===== src/common/jcpp_pkg.sv =====
package jcpp_pkg;

  // Clock and test clock timing
  localparam int CLK_HZ = 40_000_000;
  localparam int CLK_NS = 25;
  localparam int TCK_HALF_NS = 100;
  localparam int TCK_HALF_CYC = (TCK_HALF_NS + CLK_NS - 1) / CLK_NS;
  localparam int DIV_W = 4;

  // Chain limits
  localparam int DEV_W = 5;
  localparam int IRB_W = 9;
  localparam int IRT_W = 4;
  localparam int IDX_W = 10;
  localparam logic [DEV_W-1:0] DEV_MAX = 5'h0f;
  localparam logic [IDX_W-1:0] IR_TOTAL_MAX = 10'h100;

  // Payload
  localparam int LEN_W = 5;
  localparam int DATA_W = 32;

  // Test mode select patterns, sent lsb first
  localparam int HIDX_W = 3;
  localparam logic [7:0] HEAD_IR = 8'h03;
  localparam logic [HIDX_W-1:0] HEAD_IR_LAST = 3'h3;
  localparam logic [7:0] HEAD_DR = 8'h01;
  localparam logic [HIDX_W-1:0] HEAD_DR_LAST = 3'h2;
  localparam logic [7:0] HEAD_RST = 8'h1f;
  localparam logic [HIDX_W-1:0] HEAD_RST_LAST = 3'h5;
  localparam logic [7:0] TAIL_PAT = 8'h01;
  localparam logic [HIDX_W-1:0] TAIL_LAST = 3'h1;

  // Trace capture
  localparam int BYTE_W = 8;
  localparam int TDIV_W = 8;
  localparam int TRACE_BYTES_PER_S = 3_000_000;
  localparam int TRACE_FRAME_BITS = 10;
  localparam int TRACE_CALC_DIV = CLK_HZ / (TRACE_BYTES_PER_S * TRACE_FRAME_BITS);
  localparam logic [TDIV_W-1:0] TRACE_MIN_DIV = (TRACE_CALC_DIV < 2) ? 8'h02 : TDIV_W'(TRACE_CALC_DIV);
  localparam logic [2:0] TRACE_LAST_BIT = 3'h7;
  localparam int FIFO_DEPTH = 4;

  typedef enum logic [1:0] {
    OP_TAP_RESET = 2'b00,
    OP_IR = 2'b01,
    OP_DR = 2'b10,
    OP_SWD = 2'b11
  } jcpp_op_t;

  typedef enum logic [1:0] {
    ST_IDLE = 2'b00,
    ST_HEAD = 2'b01,
    ST_SHIFT = 2'b10,
    ST_TAIL = 2'b11
  } jcpp_state_t;

  typedef enum logic [1:0] {
    RX_IDLE = 2'b00,
    RX_START = 2'b01,
    RX_DATA = 2'b10,
    RX_STOP = 2'b11
  } jcpp_rx_t;

endpackage : jcpp_pkg


===== src/common/jcpp_stream_if.sv =====
`timescale 1ns/1ps
interface jcpp_stream_if #(parameter int WIDTH = 8) ();
  logic wr_valid;
  logic wr_ready;
  logic [WIDTH-1:0] wr_data;
  logic rd_valid;
  logic rd_ready;
  logic [WIDTH-1:0] rd_data;

  modport fifo (input wr_valid, input wr_data, input rd_ready, output wr_ready, output rd_valid, output rd_data);
  modport user (output wr_valid, output wr_data, output rd_ready, input wr_ready, input rd_valid, input rd_data);
endinterface : jcpp_stream_if


===== src/logic/jcpp_fifo.sv =====
`timescale 1ns/1ps
module jcpp_fifo #(
  parameter int WIDTH = 8,
  parameter int DEPTH = 4
) (
  input wire logic clk, // Core clock
  input wire logic reset_n, // Synchronous reset
  input wire logic clk_en, // Freezes state when low
  jcpp_stream_if.fifo s // Write and read sides
);
  localparam int PW = $clog2(DEPTH);

  typedef struct packed {
    logic [DEPTH-1:0][WIDTH-1:0] mem;
    logic [PW-1:0] wp;
    logic [PW-1:0] rp;
    logic [PW:0] cnt;
  } jcpp_fifo_st_t;

  jcpp_fifo_st_t st_q;
  jcpp_fifo_st_t st_d;
  logic full;
  logic empty;
  logic wr;
  logic rd;

  assign full = (st_q.cnt == (PW+1)'(DEPTH));
  assign empty = (st_q.cnt == '0);
  assign s.wr_ready = clk_en && !full;
  assign s.rd_valid = clk_en && !empty;
  assign s.rd_data = st_q.mem[st_q.rp];
  assign wr = s.wr_valid && s.wr_ready;
  assign rd = s.rd_valid && s.rd_ready;

  always_comb
  begin
    st_d = st_q;
    if (wr)
    begin
      st_d.mem[st_q.wp] = s.wr_data;
      st_d.wp = st_q.wp + PW'(1);
    end
    if (rd)
    begin
      st_d.rp = st_q.rp + PW'(1);
    end
    st_d.cnt = st_q.cnt + (PW+1)'(wr) - (PW+1)'(rd);
  end

  always_ff @(posedge clk)
  begin
    if (!reset_n)
    begin
      st_q <= '0;
    end
    else if (clk_en)
    begin
      st_q <= st_d;
    end
  end

  AST_FIFO_FULL_STALL: assert property (@(posedge clk) disable iff (!reset_n)
    (clk_en && full && s.wr_valid && !rd) |=> (full && $stable(st_q.mem)))
    else $error("fifo accepts data while full");

endmodule : jcpp_fifo


===== src/logic/jcpp_port.sv =====
`timescale 1ns/1ps
// Notes on behaviour
// - Clock and mode parallel, data runs serially
// - Devices before target are configurable
// - Devices after target are configurable
// - Instruction bits before/after are summed lengths
// - Refuse total instruction length above 256; the 10-bit sum wraps, so totals of 1024 and up pass
// - Refuse more than 15 devices per side
// - System reset reaches every chained device
// - Probe drives clock, mode, data; target returns data
// - Optional active-low test port reset output
// - System reset held low as long as needed
// - Serial-wire mode uses clock and mode only
// - Capture UART trace on shared data-out pin
// - Buffer trace internally before host transfer
// - Trace path tops out near 2MB/s (divider floor of 2 at 40 MHz)
// - Reset line to target always driven
module jcpp_port (
  input wire logic clk, // Core clock, 40 MHz
  input wire logic reset_n, // Synchronous reset
  input wire logic clk_en, // Freezes all state when low
  input wire logic swd_mode, // Serial-wire mode select
  input wire logic cfg_valid, // Chain configuration strobe
  input wire logic [jcpp_pkg::DEV_W-1:0] cfg_dev_before, // Devices in front of target
  input wire logic [jcpp_pkg::DEV_W-1:0] cfg_dev_after, // Devices behind target
  input wire logic [jcpp_pkg::IRB_W-1:0] cfg_ir_before, // Instruction bits in front
  input wire logic [jcpp_pkg::IRB_W-1:0] cfg_ir_after, // Instruction bits behind
  input wire logic [jcpp_pkg::IRT_W-1:0] cfg_ir_target, // Target instruction length
  output logic cfg_ok, // Configuration accepted
  output logic cfg_err, // Configuration refused
  input wire logic cmd_valid, // Command request
  output logic cmd_ready, // Command taken
  input wire jcpp_pkg::jcpp_op_t cmd_op, // Command kind
  input wire logic cmd_swd_drive, // Serial-wire write, else read
  input wire logic [jcpp_pkg::LEN_W-1:0] cmd_len, // Payload bits minus one
  input wire logic [jcpp_pkg::DATA_W-1:0] cmd_data, // Payload, lsb first
  output logic rsp_valid, // Command finished pulse
  output logic [jcpp_pkg::DATA_W-1:0] rsp_data, // Captured payload
  input wire logic sys_reset_req, // Hold target in reset
  input wire logic tap_reset_req, // Hold test port in reset
  output logic tck_out, // Test clock pin
  output logic tms_out, // Mode select / data pin drive
  output logic tms_oe, // Mode select pin enable
  input wire logic tms_in, // Mode select / data pin level
  output logic tdi_out, // Serial data to chain
  input wire logic tdo_in, // Serial data / trace from chain
  output logic tap_reset_out_n, // Test port reset pin
  output logic system_reset_out_n, // System reset pin
  input wire logic trace_en, // Trace capture enable
  input wire logic [jcpp_pkg::TDIV_W-1:0] trace_div, // Clocks per trace bit
  output logic trace_valid, // Trace byte available
  input wire logic trace_ready, // Host takes trace byte
  output logic [jcpp_pkg::BYTE_W-1:0] trace_data, // Trace byte
  output logic trace_overrun // Trace byte lost
);

  typedef struct packed {
    jcpp_pkg::jcpp_state_t state;
    jcpp_pkg::jcpp_op_t op;
    logic [jcpp_pkg::DIV_W-1:0] div;
    logic tck;
    logic tms;
    logic tms_oe;
    logic tdi;
    logic [7:0] pat;
    logic [jcpp_pkg::HIDX_W-1:0] hidx;
    logic [jcpp_pkg::HIDX_W-1:0] hlast;
    logic [jcpp_pkg::IDX_W-1:0] idx;
    logic [jcpp_pkg::IDX_W-1:0] chk;
    logic drive;
    logic [jcpp_pkg::LEN_W-1:0] len;
    logic [jcpp_pkg::DATA_W-1:0] data;
    logic [jcpp_pkg::DATA_W-1:0] rx;
    logic rsp;
    logic [jcpp_pkg::DEV_W-1:0] dev_b;
    logic [jcpp_pkg::DEV_W-1:0] dev_a;
    logic [jcpp_pkg::IRB_W-1:0] ir_b;
    logic [jcpp_pkg::IRB_W-1:0] ir_a;
    logic [jcpp_pkg::IRT_W-1:0] ir_t;
    logic ok;
    logic err;
    logic tdo_s1;
    logic tdo_s2;
    logic tms_s1;
    logic tms_s2;
    logic srst_n;
    logic trst_n;
    jcpp_pkg::jcpp_rx_t ust;
    logic [jcpp_pkg::TDIV_W-1:0] ucnt;
    logic [2:0] ubits;
    logic [jcpp_pkg::BYTE_W-1:0] ushift;
    logic overrun;
  } jcpp_st_t;

  localparam jcpp_st_t ST_RST = '{
    state: jcpp_pkg::ST_IDLE,
    op: jcpp_pkg::OP_TAP_RESET,
    ust: jcpp_pkg::RX_IDLE,
    tms_oe: 1'b1,
    tdi: 1'b1,
    tdo_s1: 1'b1,
    tdo_s2: 1'b1,
    tms_s1: 1'b1,
    tms_s2: 1'b1,
    srst_n: 1'b1,
    trst_n: 1'b1,
    default: '0
  };

  jcpp_st_t st_q;
  jcpp_st_t st_d;
  jcpp_stream_if #(.WIDTH(jcpp_pkg::BYTE_W)) trace_s ();

  logic jtag;
  logic tick;
  logic [jcpp_pkg::IDX_W-1:0] pre;
  logic [jcpp_pkg::IDX_W-1:0] post;
  logic [jcpp_pkg::IDX_W-1:0] tgt_hi;
  logic [jcpp_pkg::IDX_W-1:0] total;
  logic [jcpp_pkg::IDX_W-1:0] ir_sum;
  logic [jcpp_pkg::TDIV_W-1:0] udiv;
  logic cfg_take;
  logic cfg_bad;

  ////////////////////////////////////////////////////////////////////////////
  // Chain geometry: padding first reaches the devices nearest the return pin
  assign jtag = (st_q.op != jcpp_pkg::OP_SWD);
  assign pre = !jtag ? '0 : (st_q.op == jcpp_pkg::OP_IR) ? jcpp_pkg::IDX_W'(st_q.ir_a)
    : jcpp_pkg::IDX_W'(st_q.dev_a);
  assign post = !jtag ? '0 : (st_q.op == jcpp_pkg::OP_IR) ? jcpp_pkg::IDX_W'(st_q.ir_b)
    : jcpp_pkg::IDX_W'(st_q.dev_b);
  assign tgt_hi = pre + jcpp_pkg::IDX_W'(st_q.len) + jcpp_pkg::IDX_W'(1);
  assign total = tgt_hi + post;
  assign tick = (st_q.div == jcpp_pkg::DIV_W'(jcpp_pkg::TCK_HALF_CYC - 1));

  assign ir_sum = jcpp_pkg::IDX_W'(cfg_ir_before) + jcpp_pkg::IDX_W'(cfg_ir_after)
    + jcpp_pkg::IDX_W'(cfg_ir_target);
  assign cfg_take = cfg_valid && (st_q.state == jcpp_pkg::ST_IDLE);
  assign cfg_bad = (cfg_dev_before > jcpp_pkg::DEV_MAX) || (cfg_dev_after > jcpp_pkg::DEV_MAX)
    || (ir_sum > jcpp_pkg::IR_TOTAL_MAX) || (cfg_ir_target == '0);

  assign cmd_ready = clk_en && (st_q.state == jcpp_pkg::ST_IDLE) && !cfg_valid
    && (swd_mode ? (cmd_op == jcpp_pkg::OP_SWD) : (st_q.ok && cmd_op != jcpp_pkg::OP_SWD));

  assign udiv = (trace_div < jcpp_pkg::TRACE_MIN_DIV) ? jcpp_pkg::TRACE_MIN_DIV : trace_div;

  ////////////////////////////////////////////////////////////////////////////
  // Next state
  always_comb
  begin
    logic load;
    logic [jcpp_pkg::IDX_W-1:0] off;
    load = 1'b0;
    off = '0;
    st_d = st_q;
    st_d.rsp = 1'b0;
    st_d.tdo_s1 = tdo_in;
    st_d.tdo_s2 = st_q.tdo_s1;
    st_d.tms_s1 = tms_in;
    st_d.tms_s2 = st_q.tms_s1;
    st_d.srst_n = !sys_reset_req;
    st_d.trst_n = !tap_reset_req;

    if (cfg_take)
    begin
      st_d.ok = !cfg_bad;
      st_d.err = cfg_bad;
      if (!cfg_bad)
      begin
        st_d.dev_b = cfg_dev_before;
        st_d.dev_a = cfg_dev_after;
        st_d.ir_b = cfg_ir_before;
        st_d.ir_a = cfg_ir_after;
        st_d.ir_t = cfg_ir_target;
      end
    end

    unique case (st_q.state)
      jcpp_pkg::ST_IDLE:
      begin
        st_d.div = '0;
        st_d.tck = 1'b0;
        st_d.tdi = 1'b1;
        st_d.tms = 1'b0;
        st_d.tms_oe = 1'b1;
        if (cmd_valid && cmd_ready)
        begin
          st_d.op = cmd_op;
          st_d.drive = cmd_swd_drive;
          st_d.len = (cmd_op == jcpp_pkg::OP_IR) ? jcpp_pkg::LEN_W'(st_q.ir_t - 1'b1) : cmd_len;
          st_d.data = cmd_data;
          st_d.rx = '0;
          st_d.idx = '0;
          st_d.chk = '0;
          st_d.hidx = '0;
          unique case (cmd_op)
            jcpp_pkg::OP_SWD:
            begin
              st_d.state = jcpp_pkg::ST_SHIFT;
              load = 1'b1;
            end
            jcpp_pkg::OP_IR:
            begin
              st_d.state = jcpp_pkg::ST_HEAD;
              st_d.pat = jcpp_pkg::HEAD_IR;
              st_d.hlast = jcpp_pkg::HEAD_IR_LAST;
            end
            jcpp_pkg::OP_DR:
            begin
              st_d.state = jcpp_pkg::ST_HEAD;
              st_d.pat = jcpp_pkg::HEAD_DR;
              st_d.hlast = jcpp_pkg::HEAD_DR_LAST;
            end
            jcpp_pkg::OP_TAP_RESET:
            begin
              st_d.state = jcpp_pkg::ST_HEAD;
              st_d.pat = jcpp_pkg::HEAD_RST;
              st_d.hlast = jcpp_pkg::HEAD_RST_LAST;
            end
          endcase
          st_d.tms = st_d.pat[0];
        end
      end
      default:
      begin
        st_d.div = tick ? '0 : st_q.div + jcpp_pkg::DIV_W'(1);
        if (tick && !st_q.tck)
        begin
          // Rising edge: the chain samples, the probe captures the return bit
          st_d.tck = 1'b1;
          if (st_q.state == jcpp_pkg::ST_SHIFT)
          begin
            st_d.chk = st_q.chk + jcpp_pkg::IDX_W'(1);
            if (!jtag && !st_q.drive)
            begin
              st_d.rx[st_q.idx[jcpp_pkg::LEN_W-1:0]] = st_q.tms_s2;
            end
            else if (jtag && st_q.idx >= pre && st_q.idx < tgt_hi)
            begin
              off = st_q.idx - pre;
              st_d.rx[off[jcpp_pkg::LEN_W-1:0]] = st_q.tdo_s2;
            end
          end
        end
        else if (tick)
        begin
          // Falling edge: move to the next bit
          st_d.tck = 1'b0;
          unique case (st_q.state)
            jcpp_pkg::ST_HEAD:
            begin
              if (st_q.hidx == st_q.hlast)
              begin
                if (st_q.op == jcpp_pkg::OP_TAP_RESET)
                begin
                  st_d.state = jcpp_pkg::ST_IDLE;
                  st_d.rsp = 1'b1;
                end
                else
                begin
                  st_d.state = jcpp_pkg::ST_SHIFT;
                  st_d.idx = '0;
                  load = 1'b1;
                end
              end
              else
              begin
                st_d.hidx = st_q.hidx + jcpp_pkg::HIDX_W'(1);
                st_d.tms = st_q.pat[st_d.hidx];
              end
            end
            jcpp_pkg::ST_SHIFT:
            begin
              if (st_q.idx == total - jcpp_pkg::IDX_W'(1))
              begin
                if (jtag)
                begin
                  st_d.state = jcpp_pkg::ST_TAIL;
                  st_d.hidx = '0;
                  st_d.tms = jcpp_pkg::TAIL_PAT[0];
                  st_d.tdi = 1'b1;
                end
                else
                begin
                  st_d.state = jcpp_pkg::ST_IDLE;
                  st_d.rsp = 1'b1;
                end
              end
              else
              begin
                st_d.idx = st_q.idx + jcpp_pkg::IDX_W'(1);
                load = 1'b1;
              end
            end
            jcpp_pkg::ST_TAIL:
            begin
              if (st_q.hidx == jcpp_pkg::TAIL_LAST)
              begin
                st_d.state = jcpp_pkg::ST_IDLE;
                st_d.rsp = 1'b1;
              end
              else
              begin
                st_d.hidx = st_q.hidx + jcpp_pkg::HIDX_W'(1);
                st_d.tms = jcpp_pkg::TAIL_PAT[st_d.hidx];
              end
            end
            default:
            begin
              st_d.state = jcpp_pkg::ST_IDLE;
            end
          endcase
        end
      end
    endcase

    // Present the bit at st_d.idx
    if (load)
    begin
      if (st_d.op == jcpp_pkg::OP_SWD)
      begin
        st_d.tdi = 1'b1;
        st_d.tms_oe = st_d.drive;
        st_d.tms = st_d.drive & st_d.data[st_d.idx[jcpp_pkg::LEN_W-1:0]];
      end
      else
      begin
        off = st_d.idx - pre;
        st_d.tdi = (st_d.idx >= pre && st_d.idx < tgt_hi) ? st_d.data[off[jcpp_pkg::LEN_W-1:0]]
          : 1'b1;
        st_d.tms = (st_d.idx == total - jcpp_pkg::IDX_W'(1));
      end
    end

    // Trace receiver on the shared data-out pin
    unique case (st_q.ust)
      jcpp_pkg::RX_IDLE:
      begin
        if (!st_q.tdo_s2)
        begin
          st_d.ust = jcpp_pkg::RX_START;
          st_d.ucnt = (udiv >> 1) - jcpp_pkg::TDIV_W'(1);
        end
      end
      jcpp_pkg::RX_START:
      begin
        st_d.ucnt = st_q.ucnt - jcpp_pkg::TDIV_W'(1);
        if (st_q.ucnt == '0)
        begin
          st_d.ust = st_q.tdo_s2 ? jcpp_pkg::RX_IDLE : jcpp_pkg::RX_DATA;
          st_d.ucnt = udiv - jcpp_pkg::TDIV_W'(1);
          st_d.ubits = '0;
        end
      end
      jcpp_pkg::RX_DATA:
      begin
        st_d.ucnt = st_q.ucnt - jcpp_pkg::TDIV_W'(1);
        if (st_q.ucnt == '0)
        begin
          st_d.ushift = {st_q.tdo_s2, st_q.ushift[jcpp_pkg::BYTE_W-1:1]};
          st_d.ucnt = udiv - jcpp_pkg::TDIV_W'(1);
          st_d.ubits = st_q.ubits + 3'h1;
          if (st_q.ubits == jcpp_pkg::TRACE_LAST_BIT)
          begin
            st_d.ust = jcpp_pkg::RX_STOP;
          end
        end
      end
      jcpp_pkg::RX_STOP:
      begin
        st_d.ucnt = st_q.ucnt - jcpp_pkg::TDIV_W'(1);
        if (st_q.ucnt == '0)
        begin
          st_d.ust = jcpp_pkg::RX_IDLE;
        end
      end
    endcase
    if (trace_s.wr_valid && !trace_s.wr_ready)
    begin
      st_d.overrun = 1'b1;
    end
    if (!trace_en)
    begin
      st_d.ust = jcpp_pkg::RX_IDLE;
      st_d.overrun = 1'b0;
    end
  end

  always_ff @(posedge clk)
  begin
    if (!reset_n)
    begin
      st_q <= ST_RST;
    end
    else if (clk_en)
    begin
      st_q <= st_d;
    end
  end

  ////////////////////////////////////////////////////////////////////////////
  // Trace buffer
  assign trace_s.wr_valid = trace_en && (st_q.ust == jcpp_pkg::RX_STOP) && (st_q.ucnt == '0)
    && st_q.tdo_s2;
  assign trace_s.wr_data = st_q.ushift;
  assign trace_s.rd_ready = trace_ready;
  assign trace_valid = trace_s.rd_valid;
  assign trace_data = trace_s.rd_data;

  jcpp_fifo #(.WIDTH(jcpp_pkg::BYTE_W), .DEPTH(jcpp_pkg::FIFO_DEPTH)) u_trace_fifo (
    .clk(clk),
    .reset_n(reset_n),
    .clk_en(clk_en),
    .s(trace_s)
  );

  ////////////////////////////////////////////////////////////////////////////
  // Outputs
  assign cfg_ok = st_q.ok;
  assign cfg_err = st_q.err;
  assign rsp_valid = st_q.rsp;
  assign rsp_data = st_q.rx;
  assign tck_out = st_q.tck;
  assign tms_out = st_q.tms;
  assign tms_oe = st_q.tms_oe;
  assign tdi_out = st_q.tdi;
  assign tap_reset_out_n = st_q.trst_n;
  assign system_reset_out_n = st_q.srst_n;
  assign trace_overrun = st_q.overrun;

  ////////////////////////////////////////////////////////////////////////////
  // Checks
  AST_CFG_DEV_LIMIT: assert property (@(posedge clk) disable iff (!reset_n)
    (clk_en && cfg_take && (cfg_dev_before > jcpp_pkg::DEV_MAX || cfg_dev_after > jcpp_pkg::DEV_MAX))
    |=> (cfg_err && !cfg_ok))
    else $error("device count above limit was accepted");

  AST_CFG_IR_LIMIT: assert property (@(posedge clk) disable iff (!reset_n)
    (clk_en && cfg_take && ir_sum > jcpp_pkg::IR_TOTAL_MAX) |=> (cfg_err && !cfg_ok))
    else $error("instruction length above limit was accepted");

  AST_FRAME_LEN: assert property (@(posedge clk) disable iff (!reset_n)
    (st_q.state == jcpp_pkg::ST_SHIFT && st_d.state == jcpp_pkg::ST_TAIL && clk_en) |-> (st_q.chk == total))
    else $error("shift length differs from padded chain length");

  AST_PAD_ONES: assert property (@(posedge clk) disable iff (!reset_n)
    (st_q.state == jcpp_pkg::ST_SHIFT && jtag && (st_q.idx < pre || st_q.idx >= tgt_hi)) |-> tdi_out)
    else $error("padding bit is not a one");

  AST_EXIT_TMS: assert property (@(posedge clk) disable iff (!reset_n)
    (st_q.state == jcpp_pkg::ST_SHIFT && jtag) |-> (tms_out == (st_q.idx == total - jcpp_pkg::IDX_W'(1))))
    else $error("mode select wrong during shift");

  AST_SRST_HOLD: assert property (@(posedge clk) disable iff (!reset_n)
    (clk_en && sys_reset_req) ##1 (clk_en && sys_reset_req) |=> !system_reset_out_n)
    else $error("system reset released while requested");

  AST_TRST_FOLLOW: assert property (@(posedge clk) disable iff (!reset_n)
    clk_en |=> (tap_reset_out_n == !$past(tap_reset_req)))
    else $error("test port reset does not follow request");

  AST_SWD_PINS: assert property (@(posedge clk) disable iff (!reset_n)
    (st_q.state == jcpp_pkg::ST_SHIFT && !jtag) |-> (tdi_out && tms_oe == st_q.drive))
    else $error("serial-wire shift uses wrong pins");

  AST_TRACE_LOSS: assert property (@(posedge clk) disable iff (!reset_n)
    (clk_en && trace_en && trace_s.wr_valid && !trace_s.wr_ready) |=> trace_overrun)
    else $error("lost trace byte not flagged");

endmodule : jcpp_port

===== config.mk =====
export PLATFORM = sky130hd
export DESIGN_NAME = jcpp_port
export DESIGN_NICKNAME = d
export VERILOG_FILES = /design/src/common/jcpp_pkg.sv /design/src/common/jcpp_stream_if.sv /design/src/logic/jcpp_fifo.sv /design/src/logic/jcpp_port.sv
export SDC_FILE = /design/constraint.sdc
export NUM_CORES = 1
export LEC_CHECK = 0
export CAP_MARGIN = 10
export CORE_MARGIN = 2
export CORE_UTILIZATION = 40
export CTS_CLUSTER_SIZE = 28
export DETAILED_ROUTE_END_ITERATION = 12
export DONT_BUFFER_PORTS = 1
export PLACE_DENSITY = 0.52
export SYNTH_ARGS = -nofsm -noshare
export SYNTH_HDL_FRONTEND = slang
export SYNTH_SLANG_ARGS = --single-unit

===== constraint.sdc =====
create_clock -name clk -period 21.6 [get_ports clk]
set_input_delay 4.32 -clock clk [delete_from_list [all_inputs] [get_ports clk]]
set_output_delay 4.32 -clock clk [all_outputs]
set_load 0.02 [all_outputs]

Yosys cells after proc, flatten, opt, wreduce, memory -nomap -nowiden --
Memories as Yosys holds them, arrays and structs flattened. Cells that the tools add are included. Widths: inputs -> output; s select.
Storage, ports and cells: bits in registers 218, memory bits (read-only) 8, output and inout bits 52, word-level logic and storage cells 314, memories kept 1
Operators by class: add/sub/neg operators 21, $lt $le $gt $ge 18, equality and inequality tests 42, mux-type cells 113, bitwise operators 2, reduce and logical (&&, ||, !) cells 74
Memories:
- (name not given) | words 8, bits a word 1, rd ports 1, clocked after Yosys merged registers in 0, wr ports 0, RTL line jcpp_port.sv:305 | st_d.tms = jcpp_pkg::TAIL_PAT[st_d.hidx];
Operator list (count):
- $mux 32 | 5
- $bwmux 32 | 3
- $mux 96 | 1
- $mux 10 | 8
- $mux 1 | 41
- $pmux 10 s4 | 1
- $mux 38 | 1
- $mux 9 | 4
- $add 10x1->10 const B | 3
- $ne 3x3->1 const B | 10
- $mux 2 | 14
- $lt 5x6->1 const B | 4
- $mux 3 | 8
- $mux 8 | 3
- $pmux 8 s3 | 1
- $logic_and 1x1->1 | 22
- $mux 21 | 1
- $reduce_bool 3->1 | 7
- $eq 10x10->1 | 2
- $ge 10x9->1 | 2
- $lt 10x10->1 | 2
- $mux 20 | 1
- $pmux 10 s2 | 1
- $pmux 3 s3 | 2
- 67 further kinds | 123

Depth between registers and ports, before layout --
Gate-level depths: netlist of the first run.
depth after elaboration 19, depth in mapped cells 43, mapped depth without buffers 38

Cells and area by module --
A second synthesis of the first run with hierarchy kept.
Second synthesis, totals: cells, all modules 1625, area, all modules 14167.3 sq um
Modules (own cells, without submodules):
- jcpp_port | times used 1, cells each 1451, area each 12329.3 sq um
- jcpp_fifo | times used 1, cells each 174, area each 1838.0 sq um

Least setup slack after synthesis of the first run --
No wires, ideal clock.
kind input port to output port, from input port cmd_op[0], to output port cmd_ready, arrival 5.289 ns, required time 17.280 ns, path slack 11.991 ns, stages 4, cells stage by stage nand2_1 > nand2_1 > mux2_2 > nor3_1
On the way: cells in the longest elaborated chain, start to end 4, elaborated cells between the ends (all ways) 5
RTL lines:
- start, declared | RTL line jcpp_port.sv:33 | input wire jcpp_pkg::jcpp_op_t cmd_op,
- $ne 2x2->1 | RTL line jcpp_port.sv:143 | && (swd_mode ? (cmd_op == jcpp_pkg::OP_SWD) : (st_q.ok && cmd_op != jcpp_pkg::OP_SWD));
- $logic_and 1x1->1 | RTL line jcpp_port.sv:143
- $mux 1 * | RTL line jcpp_port.sv:143
- $logic_and 1x1->1 * | RTL line jcpp_port.sv:143
- end, declared | RTL line jcpp_port.sv:32 | output logic cmd_ready,
Every way passes the cells marked *; elsewhere a longest branch is shown, timed or not.

Final worst setup path of the first run --
Same ends and word-level chain as after synthesis.

==> flow_summary.html, run 1 <==
<table>
<tr><th>Metric</th><th>Value</th></tr>
<tr><th colspan="2">Pwr</th></tr>
<tr><td>Power density relative to cell area</td><td>68.2 nW/um2</td></tr>
<tr><td>Final total power</td><td>0.995 mW</td></tr>
<tr><td>Leakage power</td><td>5.76 nW</td></tr>
<tr><td>Peak ir drop on the vdd network</td><td>56.1 uV</td></tr>
<tr><th colspan="2">Timing</th></tr>
<tr><td>Tcrit/Tclk final</td><td>45.3%</td></tr>
<tr><td>Number of failing hold endpoints at the final stage</td><td>0</td></tr>
<tr><td>Unrepaired setup endpoints after global routing</td><td>no</td></tr>
<tr><td>Final setup violating endpoints</td><td>0</td></tr>
<tr><td>Clk_skew</td><td>6.90 ps</td></tr>
<tr><td>Peak clock frequency supported by timing</td><td>0.102 GHz</td></tr>
<tr><td>Final min period</td><td>9780 ps</td></tr>
<tr><td>Total negative slack</td><td>0 ps</td></tr>
<tr><td>Final slew viol count</td><td>0</td></tr>
<tr><td>Worst hold slack across all endpoints</td><td>441 ps</td></tr>
<tr><td>Worst max-slew margin expressed relative to the limit</td><td>20.6%</td></tr>
<tr><td>Slew at the pin closest to its max-slew limit</td><td>1190 ps</td></tr>
<tr><th colspan="2">Critical path</th></tr>
<tr><td>Highest fanout seen on the critical path</td><td>8</td></tr>
<tr><td>Cell at the slowest stage of the critical path</td><td>nor3_1</td></tr>
<tr><td>Stage delay of the slowest cell on the critical path</td><td>490 ps</td></tr>
<tr><td>Kind of critical path</td><td>in -&gt; out</td></tr>
<tr><td>Type of element capturing the critical path</td><td>output pin</td></tr>
<tr><td>Largest delay share family, worst path</td><td>simple AND/OR/NAND/NOR gates</td></tr>
<tr><td>Crit-path most repeated cell</td><td>nand2_1</td></tr>
<tr><td>Count of buffer and inverter cells on the critical path</td><td>0</td></tr>
<tr><td>Crit-path cells</td><td>nand2_1 -&gt; nand2_1 -&gt; mux2_2 -&gt; nor3_1</td></tr>
<tr><td>Worst endpoint data arrival time</td><td>5460 ps</td></tr>
<tr><td>Crit path launch type</td><td>primary input</td></tr>
<tr><td>Worst endpoint required time</td><td>17280 ps</td></tr>
<tr><th colspan="2">Layout</th></tr>
<tr><td>Number of nets in the layout</td><td>1787</td></tr>
<tr><td>Layout overhead on the synthesized area</td><td>6.79%</td></tr>
<tr><td>Layout cell share with drive strength beyond 1</td><td>5.76%</td></tr>
<tr><td>Diode insertion count for antenna repair</td><td>0</td></tr>
<tr><td>FF/Latch Area</td><td>4040 um2</td></tr>
<tr><td>Multi-input gate area in the final layout</td><td>8750 um2</td></tr>
<tr><td>Count of fill cells added during filler insertion</td><td>3419</td></tr>
<tr><th colspan="2">Die</th></tr>
<tr><td>Count of boundary I/O pins</td><td>144</td></tr>
<tr><td>Standard-cell row count</td><td>67</td></tr>
<tr><td>Core area</td><td>33600 um2</td></tr>
<tr><td>Height of the die</td><td>189 um</td></tr>
<tr><td>Starting Density</td><td>40.7%</td></tr>
<tr><td>Die ar.</td><td>35700 um2</td></tr>
<tr><td>Chip width</td><td>189 um</td></tr>
<tr><th colspan="2">Logic synthesis</th></tr>
<tr><td>Share of async-settable or async-resettable flops after synthesis</td><td>0%</td></tr>
<tr><td>Top cell type by total area after synthesis</td><td>dfxtp_1</td></tr>
<tr><td>Count of warnings emitted by yosys</td><td>0</td></tr>
<tr><td>Area contributors post-synth</td><td>dfxtp_1 30%, ha_1 8.1%, nor2_1 6.1%</td></tr>
<tr><td>Number of distinct library cells after synthesis</td><td>77</td></tr>
<tr><td>Post-synth top area share</td><td>29.6%</td></tr>
<tr><td>Post-Synthesis Cell Area</td><td>13700 um2</td></tr>
<tr><td>Average instance area after synthesis</td><td>8.11 um2</td></tr>
<tr><td>Gate Count Post-Synth</td><td>1686</td></tr>
<tr><td>Top flip-flop cell by instance count after synthesis</td><td>dfxtp_1</td></tr>
<tr><td>#FFs+latches synth</td><td>202</td></tr>
<tr><td>Number of nets in the synthesized netlist</td><td>1876</td></tr>
<tr><td>EDFF count, synth</td><td>0</td></tr>
<tr><td>Share of the yosys chip area belonging to registers</td><td>29.6%</td></tr>
<tr><th colspan="2">Clock tree</th></tr>
<tr><td>Source-to-sink clock delay at the later pin of the worst-skew pair</td><td>520 ps</td></tr>
<tr><td>TritonCTS Buffers</td><td>24</td></tr>
<tr><td>Count of H-tree levels built during CTS</td><td>1</td></tr>
<tr><td>Buffers inserted by post-CTS timing repair</td><td>0</td></tr>
<tr><td>Clk sink count</td><td>202</td></tr>
<tr><td>Clock input transition at the sequential cells of the worst setup and hold paths</td><td>60 ps</td></tr>
<tr><td>Root cell of the clock tree</td><td>clkbuf_16</td></tr>
<tr><td>Number of buffers inserted for hold repair after clock tree synthesis</td><td>0</td></tr>
<tr><td>Max Buffers Root-to-Sink</td><td>3</td></tr>
<tr><td>Clock tree from TritonCTS</td><td>yes</td></tr>
<tr><td>Post-cts repair resize count</td><td>0</td></tr>
<tr><th colspan="2">Drt</th></tr>
<tr><td>Number of search-and-repair iterations in the first detailed-routing pass</td><td>5</td></tr>
<tr><td>DRC Markers</td><td>0</td></tr>
<tr><td>Number of vias per cell after detailed routing</td><td>5.83</td></tr>
<tr><td>Routed len/inst</td><td>19.6 um</td></tr>
<tr><td>Count of routing violations after the opening detailed-route iteration</td><td>1018</td></tr>
<tr><td>Post-Route WL</td><td>40.4 mm</td></tr>
<tr><td>ANT nets after route</td><td>0</td></tr>
<tr><td>Via count</td><td>12000</td></tr>
<tr><th colspan="2">Global route</th></tr>
<tr><td>Total global routing overflow</td><td>0</td></tr>
<tr><td>Global-route wire length before repair</td><td>63.9 mm</td></tr>
<tr><td>Via count of the first global-routing pass</td><td>11400</td></tr>
<tr><td>Combined global-route utilization of all metal layers</td><td>22.2%</td></tr>
<tr><td>Maximum number of pins on one net before global-route repair</td><td>81</td></tr>
<tr><td>Antenna violations before repair</td><td>0</td></tr>
<tr><th colspan="2">Placement</th></tr>
<tr><td>Final weighted congestion in routability-driven placement</td><td>0.900</td></tr>
<tr><td>Placed wire-length estimate</td><td>29.7 mm</td></tr>
<tr><td>Count of input and output buffers</td><td>0</td></tr>
<tr><th colspan="2">Hold path</th></tr>
<tr><td>Hold Crit Class</td><td>reg -&gt; reg</td></tr>
<tr><th colspan="2">Run status</th></tr>
<tr><td>Run status</td><td>complete, no violations</td></tr>
<tr><th colspan="2">Run</th></tr>
<tr><td>Count of maximum capacitance violations</td><td>0</td></tr>
</table>
[cells by family after synthesis]
kind of cell             Yosys count  synth area share [%]
multiplexers                      94                  8.31
buffers and inverters            202                  6.67
AND/OR/NAND/NOR                  591                  19.5
XOR/XNOR                          71                  4.85
flip-flops                       202                  29.6
AO/OA/AOI/OAI                    424                  21.2
adder cells (fa/ha/maj)          102                  9.82
[worst min-delay path, stage by stage, from the launching register on]
cell and delay [ps]:
dfxtp_1 310, inv_1 50, nor3_1 40
[worst paths after layout]
path	start	to	slack, ps	cells past startpoint
hold reg to reg	st_q[56]	st_q[56]	440	2
setup / recovery	cmd_op[0]	cmd_ready	11820	4
hold / removal	st_q[56]	st_q[56]	440	2
setup reg to reg	st_q[175]	tdi_out	12150	32
[layout by cell type, fill, tap and decap left out, types with 18 or more instances in the layout]
| cell | netlist | routed |
|---|---|---|
| o211a_1 | 33 | 33 |
| o221ai_1 | 30 | 30 |
| nand2_1 | 167 | 167 |
| o21ai_0 | 65 | 65 |
| a21oi_1 | 125 | 125 |
| inv_1 | 68 | 67 |
| nand2b_1 | 18 | 18 |
| dfxtp_1 | 202 | 202 |
| xor2_1 | 29 | 29 |
| a211oi_1 | 19 | 18 |
| ha_1 | 88 | 87 |
| mux2i_1 | 73 | 73 |
| nor2_1 | 222 | 221 |
| a221oi_1 | 33 | 33 |
| nand3_1 | 53 | 53 |
| clkbuf_16 | 0 | 25 |
| xnor2_1 | 39 | 39 |
| nor3_1 | 35 | 34 |
[area by class of cell]
type	count	share of cell area (%)
clock buffer	38	5.31
clock inverter	6	0.437
inverter	71	1.84
multi-input combinational	1282	60.0
sequential	202	27.7
tap	448	3.84
timing repair buffer	16	0.874
[routing by layer]
layer / track usage (%) / routed length (um) / vias to the layer above
met5: 0 / 0 / -
met4: 4.84 / 801 / 0
met3: 3.86 / 2690 / 52
met2: 34.8 / 17600 / 378
met1: 31.7 / 19300 / 5731
li1: - / - / 5871
[sequential cells by signal, summed over array words and instances (netlist names)]
| name | count |
|---|---|
| st_q | 111 |
| u_trace_fifo.st_q | 39 |
| rsp_data | 32 |
| trace_s.wr_data | 8 |
| st_d | 2 |
| cfg_err | 1 |
| cfg_ok | 1 |
| rsp_valid | 1 |
| system_reset_out_n | 1 |
| tap_reset_out_n | 1 |
| tck_out | 1 |
| tdi_out | 1 |
| tms_oe | 1 |
| tms_out | 1 |
| trace_overrun | 1 |
[Yosys cell counts (17+ instances only)]
master    count
nor2_1      222
dfxtp_1     202
nand2_1     167
a21oi_1     125
ha_1         88
clkbuf_1     76
mux2i_1      73
inv_1        68
o21ai_0      65
nand3_1      53
xnor2_1      39
nor3_1       35
buf_4        34
a221oi_1     33
o211a_1      33
o221ai_1     30
xor2_1       29
a211oi_1     19
nand2b_1     18
a21o_1       17
[through the flow]
step	instance area, um2	instances	setup WS, ps	util, %
global route	14600	2063	11530	43.4
finish	14600	2063	11820	43.4
global placement	13700	2018	11850	40.9
CTS	14600	2062	11820	43.4
floorplan	13700	1686	11990	-
detailed placement	13700	2018	11820	40.9
[report_power, final]
part	internal [mW]	total, mW	switching [mW]
logic	0.0716	0.183	0.111
clock network	0.257	0.422	0.165
registers	0.379	0.390	0.0109
total	0.708	0.995	0.287
Power figures use the tool's default switching activity.
==> run 2: changes to the inputs <==
--- a/config.mk
+++ b/config.mk
@@ -11,7 +11,7 @@
 export CTS_CLUSTER_SIZE = 28
 export DETAILED_ROUTE_END_ITERATION = 12
 export DONT_BUFFER_PORTS = 1
-export PLACE_DENSITY = 0.52
+export PLACE_DENSITY = 0.54
 export SYNTH_ARGS = -nofsm -noshare
 export SYNTH_HDL_FRONTEND = slang
 export SYNTH_SLANG_ARGS = --single-unit
==> constraint.sdc (replaced) <==
create_clock -name clk -period 8.3 [get_ports clk]
set_input_delay 1.66 -clock clk [delete_from_list [all_inputs] [get_ports clk]]
set_output_delay 1.66 -clock clk [all_outputs]
set_load 0.02 [all_outputs]
==> run 2 against run 1 <==
Net effect: combinational power increased to 2.7 times the previous value; design area increased by 0.68%; sequential cell count unchanged; non-clock buffer count is 13 higher; critical path depth increased by 29; count of clock-buffer cells in the layout shrank 1; core utilization increased by 0.29 points; register-to-register slack got worse by 12000 ps; total power rose to 2.6 times the previous value; largest cell class unchanged; largest power group unchanged; highest routed layer unchanged.
==> flow_summary.html, run 2 (synthesis results as in run 1) <==
<table>
<tr><th>Metric</th><th>Value</th></tr>
<tr><th colspan="2">Run status</th></tr>
<tr><td>Run status</td><td>complete, no violations</td></tr>
<tr><th colspan="2">Critical path</th></tr>
<tr><td>Largest delay share family, worst path</td><td>simple AND/OR/NAND/NOR gates</td></tr>
<tr><td>Count of buffer and inverter cells on the critical path</td><td>4</td></tr>
<tr><td>Cell at the slowest stage of the critical path</td><td>fa_2</td></tr>
<tr><td>Highest fanout seen on the critical path</td><td>12</td></tr>
<tr><td>Worst endpoint required time</td><td>8720 ps</td></tr>
<tr><td>Stage delay of the slowest cell on the critical path</td><td>620 ps</td></tr>
<tr><td>Worst endpoint data arrival time</td><td>8330 ps</td></tr>
<tr><td>Kind of critical path</td><td>reg -&gt; reg</td></tr>
<tr><td>Crit-path most repeated cell</td><td>ha_1</td></tr>
<tr><td>Type of element capturing the critical path</td><td>flop</td></tr>
<tr><td>Crit path launch type</td><td>flop</td></tr>
<tr><th colspan="2">Global route</th></tr>
<tr><td>Combined global-route utilization of all metal layers</td><td>22.1%</td></tr>
<tr><td>Global-route wire length before repair</td><td>63.9 mm</td></tr>
<tr><td>Total global routing overflow</td><td>0</td></tr>
<tr><td>Via count of the first global-routing pass</td><td>11600</td></tr>
<tr><td>Antenna violations before repair</td><td>0</td></tr>
<tr><td>Maximum number of pins on one net before global-route repair</td><td>109</td></tr>
<tr><th colspan="2">Clock tree</th></tr>
<tr><td>Clock input transition at the sequential cells of the worst setup and hold paths</td><td>60 ps</td></tr>
<tr><td>Clk sink count</td><td>202</td></tr>
<tr><td>Root cell of the clock tree</td><td>clkbuf_16</td></tr>
<tr><td>Number of buffers inserted for hold repair after clock tree synthesis</td><td>0</td></tr>
<tr><td>Max Buffers Root-to-Sink</td><td>3</td></tr>
<tr><td>TritonCTS Buffers</td><td>25</td></tr>
<tr><td>Clock tree from TritonCTS</td><td>yes</td></tr>
<tr><td>Count of H-tree levels built during CTS</td><td>1</td></tr>
<tr><td>Source-to-sink clock delay at the later pin of the worst-skew pair</td><td>550 ps</td></tr>
<tr><th colspan="2">Placement</th></tr>
<tr><td>Cells after DPL</td><td>2030</td></tr>
<tr><td>Count of input and output buffers</td><td>0</td></tr>
<tr><td>Final weighted congestion in routability-driven placement</td><td>0.905</td></tr>
<tr><td>Pre-CTS WS</td><td>-24.0 ps</td></tr>
<tr><td>Placed wire-length estimate</td><td>29.3 mm</td></tr>
<tr><th colspan="2">Timing</th></tr>
<tr><td>Setup ws final</td><td>393 ps</td></tr>
<tr><td>Final slew viol count</td><td>0</td></tr>
<tr><td>Slew at the pin closest to its max-slew limit</td><td>1200 ps</td></tr>
<tr><td>Clk_skew</td><td>24.7 ps</td></tr>
<tr><td>Final setup violating endpoints</td><td>0</td></tr>
<tr><td>Worst max-slew margin expressed relative to the limit</td><td>20.1%</td></tr>
<tr><td>Peak clock frequency supported by timing</td><td>0.126 GHz</td></tr>
<tr><td>Number of failing hold endpoints at the final stage</td><td>0</td></tr>
<tr><td>Final min period</td><td>7910 ps</td></tr>
<tr><td>Tcrit/Tclk final</td><td>95.3%</td></tr>
<tr><th colspan="2">Layout</th></tr>
<tr><td>Layout overhead on the synthesized area</td><td>7.52%</td></tr>
<tr><td>Diode insertion count for antenna repair</td><td>0</td></tr>
<tr><td>Largest register by flop count</td><td>st_q</td></tr>
<tr><td>Number of nets in the layout</td><td>1802</td></tr>
<tr><td>Leading cell type in the layout, fill and taps excluded</td><td>nor2_1</td></tr>
<tr><td>Final core utilization</td><td>43.7%</td></tr>
<tr><td>Layout cell share with drive strength beyond 1</td><td>7.18%</td></tr>
<tr><td>Max FFs per register</td><td>111</td></tr>
<tr><td>Filler-free cell count of the finished design</td><td>2078</td></tr>
<tr><td>Most used cells in the layout excluding fill and tap cells</td><td>220 x nor2_1, 202 x dfxtp_1, 166 x nand2_1</td></tr>
<tr><th colspan="2">Die</th></tr>
<tr><td>Count of boundary I/O pins</td><td>144</td></tr>
<tr><td>Die ar.</td><td>35700 um2</td></tr>
<tr><td>Starting Density</td><td>40.7%</td></tr>
<tr><td>Chip width</td><td>189 um</td></tr>
<tr><td>Core area</td><td>33600 um2</td></tr>
<tr><td>Height of the die</td><td>189 um</td></tr>
<tr><td>Standard-cell row count</td><td>67</td></tr>
<tr><th colspan="2">Pwr</th></tr>
<tr><td>NetSw</td><td>0.758 mW</td></tr>
<tr><td>Logic gate share of total power</td><td>19.2%</td></tr>
<tr><td>Internal cell power</td><td>1.80 mW</td></tr>
<tr><td>Sequential share of power</td><td>39.7%</td></tr>
<tr><td>Fraction of power spent switching nets</td><td>29.6%</td></tr>
<tr><td>Leakage power</td><td>5.81 nW</td></tr>
<tr><td>Power density relative to cell area</td><td>174 nW/um2</td></tr>
<tr><td>Clock share of power</td><td>41.2%</td></tr>
<tr><td>Peak ir drop on the vdd network</td><td>174 uV</td></tr>
<tr><th colspan="2">Drt</th></tr>
<tr><td>Routed len/inst</td><td>19.3 um</td></tr>
<tr><td>Via count</td><td>12100</td></tr>
<tr><td>Post-Route WL</td><td>40.2 mm</td></tr>
<tr><td>Number of search-and-repair iterations in the first detailed-routing pass</td><td>7</td></tr>
<tr><td>Number of vias per cell after detailed routing</td><td>5.83</td></tr>
<tr><td>DRC Markers</td><td>0</td></tr>
<tr><td>ANT nets after route</td><td>0</td></tr>
<tr><td>Count of routing violations after the opening detailed-route iteration</td><td>1003</td></tr>
<tr><th colspan="2">Hold path</th></tr>
<tr><td>Hold Crit Class</td><td>reg -&gt; reg</td></tr>
<tr><th colspan="2">Run</th></tr>
<tr><td>Count of maximum capacitance violations</td><td>0</td></tr>
</table>
[run 2: per-layer routing]
layer | routed length [um] | share of wire [%] | global-route usage [%]
met5 | 0 | 0 | 0
met3 | 3420 | 8.5 | 5.98
met1 | 18700 | 47 | 30.8
met2 | 17200 | 43 | 33.8
met4 | 781 | 1.9 | 5.38
[run 2: cell type report]
| cell class | instances | area [um2] |
|---|---|---|
| tap | 448 | 561 |
| clock buffer | 37 | 741 |
| fill | 3384 | 18900 |
| multi-input combinational | 1282 | 8790 |
| sequential | 202 | 4040 |
| clock inverter | 8 | 55.1 |
| timing repair buffer | 29 | 218 |
| inverter | 71 | 273 |
| timing repair inverter | 1 | 7.51 |
[run 2: power by group through the flow]
stage               logic, mW  clock network [mW]  registers (mW)
floorplan               0.383                   0            1.02
global placement        0.476                   0            1.04
detailed placement      0.477                   0            1.04
CTS                     0.481                1.08            1.02
global route            0.546                1.11            1.02
finish                  0.491                1.05            1.02
[run 2: stage by stage]
step	TNS, ps	total power, mW	hold slack [ps]	instance area [um2]
after detailed placement	-24.0	1.51	433	13800
after global routing	-4.89	2.68	463	14700
final	0	2.56	442	14700
after CTS	0	2.58	441	14600
after floorplan	0	1.41	416	13700
after global placement	0	1.51	434	13800
[run 2: path summary, 6_finish.rpt]
kind                                start  endpoint  slack (ps)  depth (start not counted)
worst max-delay path            st_q[175]   tdi_out         390                         33
worst min-delay path             st_q[56]  st_q[56]         440                          2
worst max register to register  st_q[175]   tdi_out         390                         33
worst min register to register   st_q[56]  st_q[56]         440                          2
[run 2: worst register-to-register path: cells and delay by family, from the launching register on]
family	cells	cell delay, ps
xor+xnor	1	140
fa+ha+maj	6	2220
simple gates	11	2270
compound gates	9	1390
flops	1	320
mux	2	940
buf+inv	4	500
[run 2: timing repair]
item,CTS,global route
buffers inserted,0,2
pin swaps,0,1
endpoints found under the setup margin,1,1
gates cloned,0,1
gates resized for setup,2,9
==> run 3: changes to the inputs <==
--- a/config.mk
+++ b/config.mk
@@ -12,6 +12,7 @@
 export DETAILED_ROUTE_END_ITERATION = 12
 export DONT_BUFFER_PORTS = 1
 export PLACE_DENSITY = 0.54
+export RECOVER_POWER = 25
 export SYNTH_ARGS = -nofsm -noshare
 export SYNTH_HDL_FRONTEND = slang
 export SYNTH_SLANG_ARGS = --single-unit
==> run 3 against run 2 <==
Net effect: the run now ends with max-capacitance violations, max-slew violations left; combinational power about the same; register-to-register slack about the same; first-iteration DRC count decreased by 1.3%; worst setup slack improved by 7.1 ps; clock skew about the same; design area about the same; sequential power about the same; final cell count unchanged; core utilization about the same; non-clock buffer count unchanged; count of clock-buffer cells in the layout unchanged; wire length decreased by 0.18%; critical endpoint unchanged.
==> flow_summary.html, run 3 (synthesis results as in run 1) <==
<table>
<tr><th>Metric</th><th>Value</th></tr>
<tr><th colspan="2">Drt</th></tr>
<tr><td>Routed len/inst</td><td>19.3 um</td></tr>
<tr><td>Post-Route WL</td><td>40.1 mm</td></tr>
<tr><td>Count of routing violations after the opening detailed-route iteration</td><td>990</td></tr>
<tr><td>DRC Markers</td><td>0</td></tr>
<tr><td>Number of vias per cell after detailed routing</td><td>5.81</td></tr>
<tr><td>Number of search-and-repair iterations in the first detailed-routing pass</td><td>6</td></tr>
<tr><td>ANT nets after route</td><td>0</td></tr>
<tr><td>Via count</td><td>12100</td></tr>
<tr><th colspan="2">Global route</th></tr>
<tr><td>Antenna violations before repair</td><td>0</td></tr>
<tr><td>Combined global-route utilization of all metal layers</td><td>22.1%</td></tr>
<tr><td>Total global routing overflow</td><td>0</td></tr>
<tr><td>Maximum number of pins on one net before global-route repair</td><td>109</td></tr>
<tr><td>Via count of the first global-routing pass</td><td>11600</td></tr>
<tr><td>Global-route wire length before repair</td><td>63.9 mm</td></tr>
<tr><th colspan="2">Placement</th></tr>
<tr><td>Placed wire-length estimate</td><td>29.3 mm</td></tr>
<tr><td>Count of input and output buffers</td><td>0</td></tr>
<tr><td>Final weighted congestion in routability-driven placement</td><td>0.905</td></tr>
<tr><th colspan="2">Critical path</th></tr>
<tr><td>Cell at the slowest stage of the critical path</td><td>fa_2</td></tr>
<tr><td>Type of element capturing the critical path</td><td>flop</td></tr>
<tr><td>Crit path launch type</td><td>flop</td></tr>
<tr><td>Worst endpoint required time</td><td>8720 ps</td></tr>
<tr><td>Kind of critical path</td><td>reg -&gt; reg</td></tr>
<tr><td>Highest fanout seen on the critical path</td><td>12</td></tr>
<tr><td>Worst Reg-to-Reg Cells</td><td>33</td></tr>
<tr><td>Worst endpoint data arrival time</td><td>8320 ps</td></tr>
<tr><td>Stage delay of the slowest cell on the critical path</td><td>620 ps</td></tr>
<tr><td>Crit-path most repeated cell</td><td>ha_1</td></tr>
<tr><th colspan="2">Timing</th></tr>
<tr><td>Worst max-slew margin expressed relative to the limit</td><td>-22.5%</td></tr>
<tr><td>Tcrit/Tclk final</td><td>95.2%</td></tr>
<tr><td>Final slew viol count</td><td>94</td></tr>
<tr><td>Number of failing hold endpoints at the final stage</td><td>0</td></tr>
<tr><td>Clk_skew</td><td>24.7 ps</td></tr>
<tr><td>Total negative slack</td><td>0 ps</td></tr>
<tr><td>Slew at the pin closest to its max-slew limit</td><td>1830 ps</td></tr>
<tr><td>Peak clock frequency supported by timing</td><td>0.127 GHz</td></tr>
<tr><td>Final setup violating endpoints</td><td>0</td></tr>
<tr><td>Final min period</td><td>7900 ps</td></tr>
<tr><th colspan="2">Clock tree</th></tr>
<tr><td>Clock tree from TritonCTS</td><td>yes</td></tr>
<tr><td>Clock input transition at the sequential cells of the worst setup and hold paths</td><td>60 ps</td></tr>
<tr><td>Root cell of the clock tree</td><td>clkbuf_16</td></tr>
<tr><td>Clk sink count</td><td>202</td></tr>
<tr><td>Source-to-sink clock delay at the later pin of the worst-skew pair</td><td>550 ps</td></tr>
<tr><td>TritonCTS Buffers</td><td>25</td></tr>
<tr><td>Count of H-tree levels built during CTS</td><td>1</td></tr>
<tr><td>Max Buffers Root-to-Sink</td><td>3</td></tr>
<tr><th colspan="2">Layout</th></tr>
<tr><td>Leading cell type in the layout, fill and taps excluded</td><td>nor2_1</td></tr>
<tr><td>Layout cell share with drive strength beyond 1</td><td>6.99%</td></tr>
<tr><td>Most used cells in the layout excluding fill and tap cells</td><td>220 x nor2_1, 202 x dfxtp_1, 166 x nand2_1</td></tr>
<tr><td>Count of fill cells added during filler insertion</td><td>3385</td></tr>
<tr><td>Layout overhead on the synthesized area</td><td>7.43%</td></tr>
<tr><td>Largest register by flop count</td><td>st_q</td></tr>
<tr><td>Diode insertion count for antenna repair</td><td>0</td></tr>
<tr><td>Max FFs per register</td><td>111</td></tr>
<tr><td>Number of nets in the layout</td><td>1802</td></tr>
<tr><th colspan="2">Pwr</th></tr>
<tr><td>Leakage power</td><td>5.80 nW</td></tr>
<tr><td>Peak ir drop on the vdd network</td><td>175 uV</td></tr>
<tr><td>Final total power</td><td>2.56 mW</td></tr>
<tr><td>Power density relative to cell area</td><td>175 nW/um2</td></tr>
<tr><th colspan="2">Die</th></tr>
<tr><td>Die ar.</td><td>35700 um2</td></tr>
<tr><td>Chip width</td><td>189 um</td></tr>
<tr><td>Height of the die</td><td>189 um</td></tr>
<tr><td>Core area</td><td>33600 um2</td></tr>
<tr><td>Standard-cell row count</td><td>67</td></tr>
<tr><td>Starting Density</td><td>40.7%</td></tr>
<tr><td>Count of boundary I/O pins</td><td>144</td></tr>
<tr><th colspan="2">Run status</th></tr>
<tr><td>Violations in the final reports</td><td>max-capacitance violations, max-slew violations</td></tr>
<tr><td>Run status</td><td>finished, violations left</td></tr>
<tr><th colspan="2">Hold path</th></tr>
<tr><td>Hold path cells</td><td>2</td></tr>
<tr><td>Hold Crit Class</td><td>reg -&gt; reg</td></tr>
<tr><th colspan="2">Run</th></tr>
<tr><td>Count of maximum capacitance violations</td><td>2</td></tr>
</table>
[run 3: cell type report]
class | count | area, um2 | area share [%]
Multi-Input combinational cell | 1282 | 8790 | 59.9
Inverter | 71 | 272 | 1.85
Timing Repair inverter | 1 | 7.51 | 0.0511
Clock inverter | 8 | 55.1 | 0.375
Sequential cell | 202 | 4040 | 27.5
Timing Repair Buffer | 29 | 210 | 1.43
Clock buffer | 37 | 741 | 5.05
Tap cell | 448 | 561 | 3.82
[run 3: routing by layer]
metal / global-route usage (%) / vias up / wire [um]
li1: - / 5916 / -
met1: 30.8 / 5694 / 18600
met2: 33.8 / 417 / 17200
met3: 5.98 / 53 / 3450
met4: 5.38 / 0 / 816
met5: 0 / - / 0
[run 3: critical path: cells and delay by family (launching register included)]
kind                     cells  cell delay [ps]
AND/OR/NAND/NOR             11             2280
adder cells (fa/ha/maj)      6             2230
AO/OA/AOI/OAI                9             1390
multiplexers                 2              940
buffers and inverters        4              500
flip-flops                   1              320
XOR/XNOR                     1              140
[run 3: metrics by stage]
step | area [um2] | hold slack (ps) | std cells | setup slack (ps) | util (%)
finish | 14700 | 442 | 2078 | 400 | 43.7
global route | 14700 | 463 | 2078 | -4.91 | 43.7
CTS | 14600 | 441 | 2075 | 118 | 43.6
detailed placement | 13800 | 433 | 2030 | -24.0 | 41.2
global placement | 13800 | 434 | 2030 | 176 | 41.2
floorplan | 13700 | 416 | 1686 | 6.39 | -
[run 3: timing repair]
item                                    4_1_cts  5_1_grt
setup buffers                                 0        2
hold buffers                                  0        0
pin swaps                                     0        1
gates resized for setup                       2        9
endpoints found under the setup margin        1        1
cloned                                        0        1
[run 3: worst paths after layout]
path                   from  endpoint  slack, ps
setup / recovery  st_q[175]   tdi_out        400
hold / removal     st_q[56]  st_q[56]        440
setup reg to reg  st_q[175]   tdi_out        400
hold reg to reg    st_q[56]  st_q[56]        440
[run 3: power by group]
part	switching [mW]	internal (mW)
sequential	0.0276	0.988
combinational	0.293	0.198
clock	0.438	0.618
total	0.759	1.80
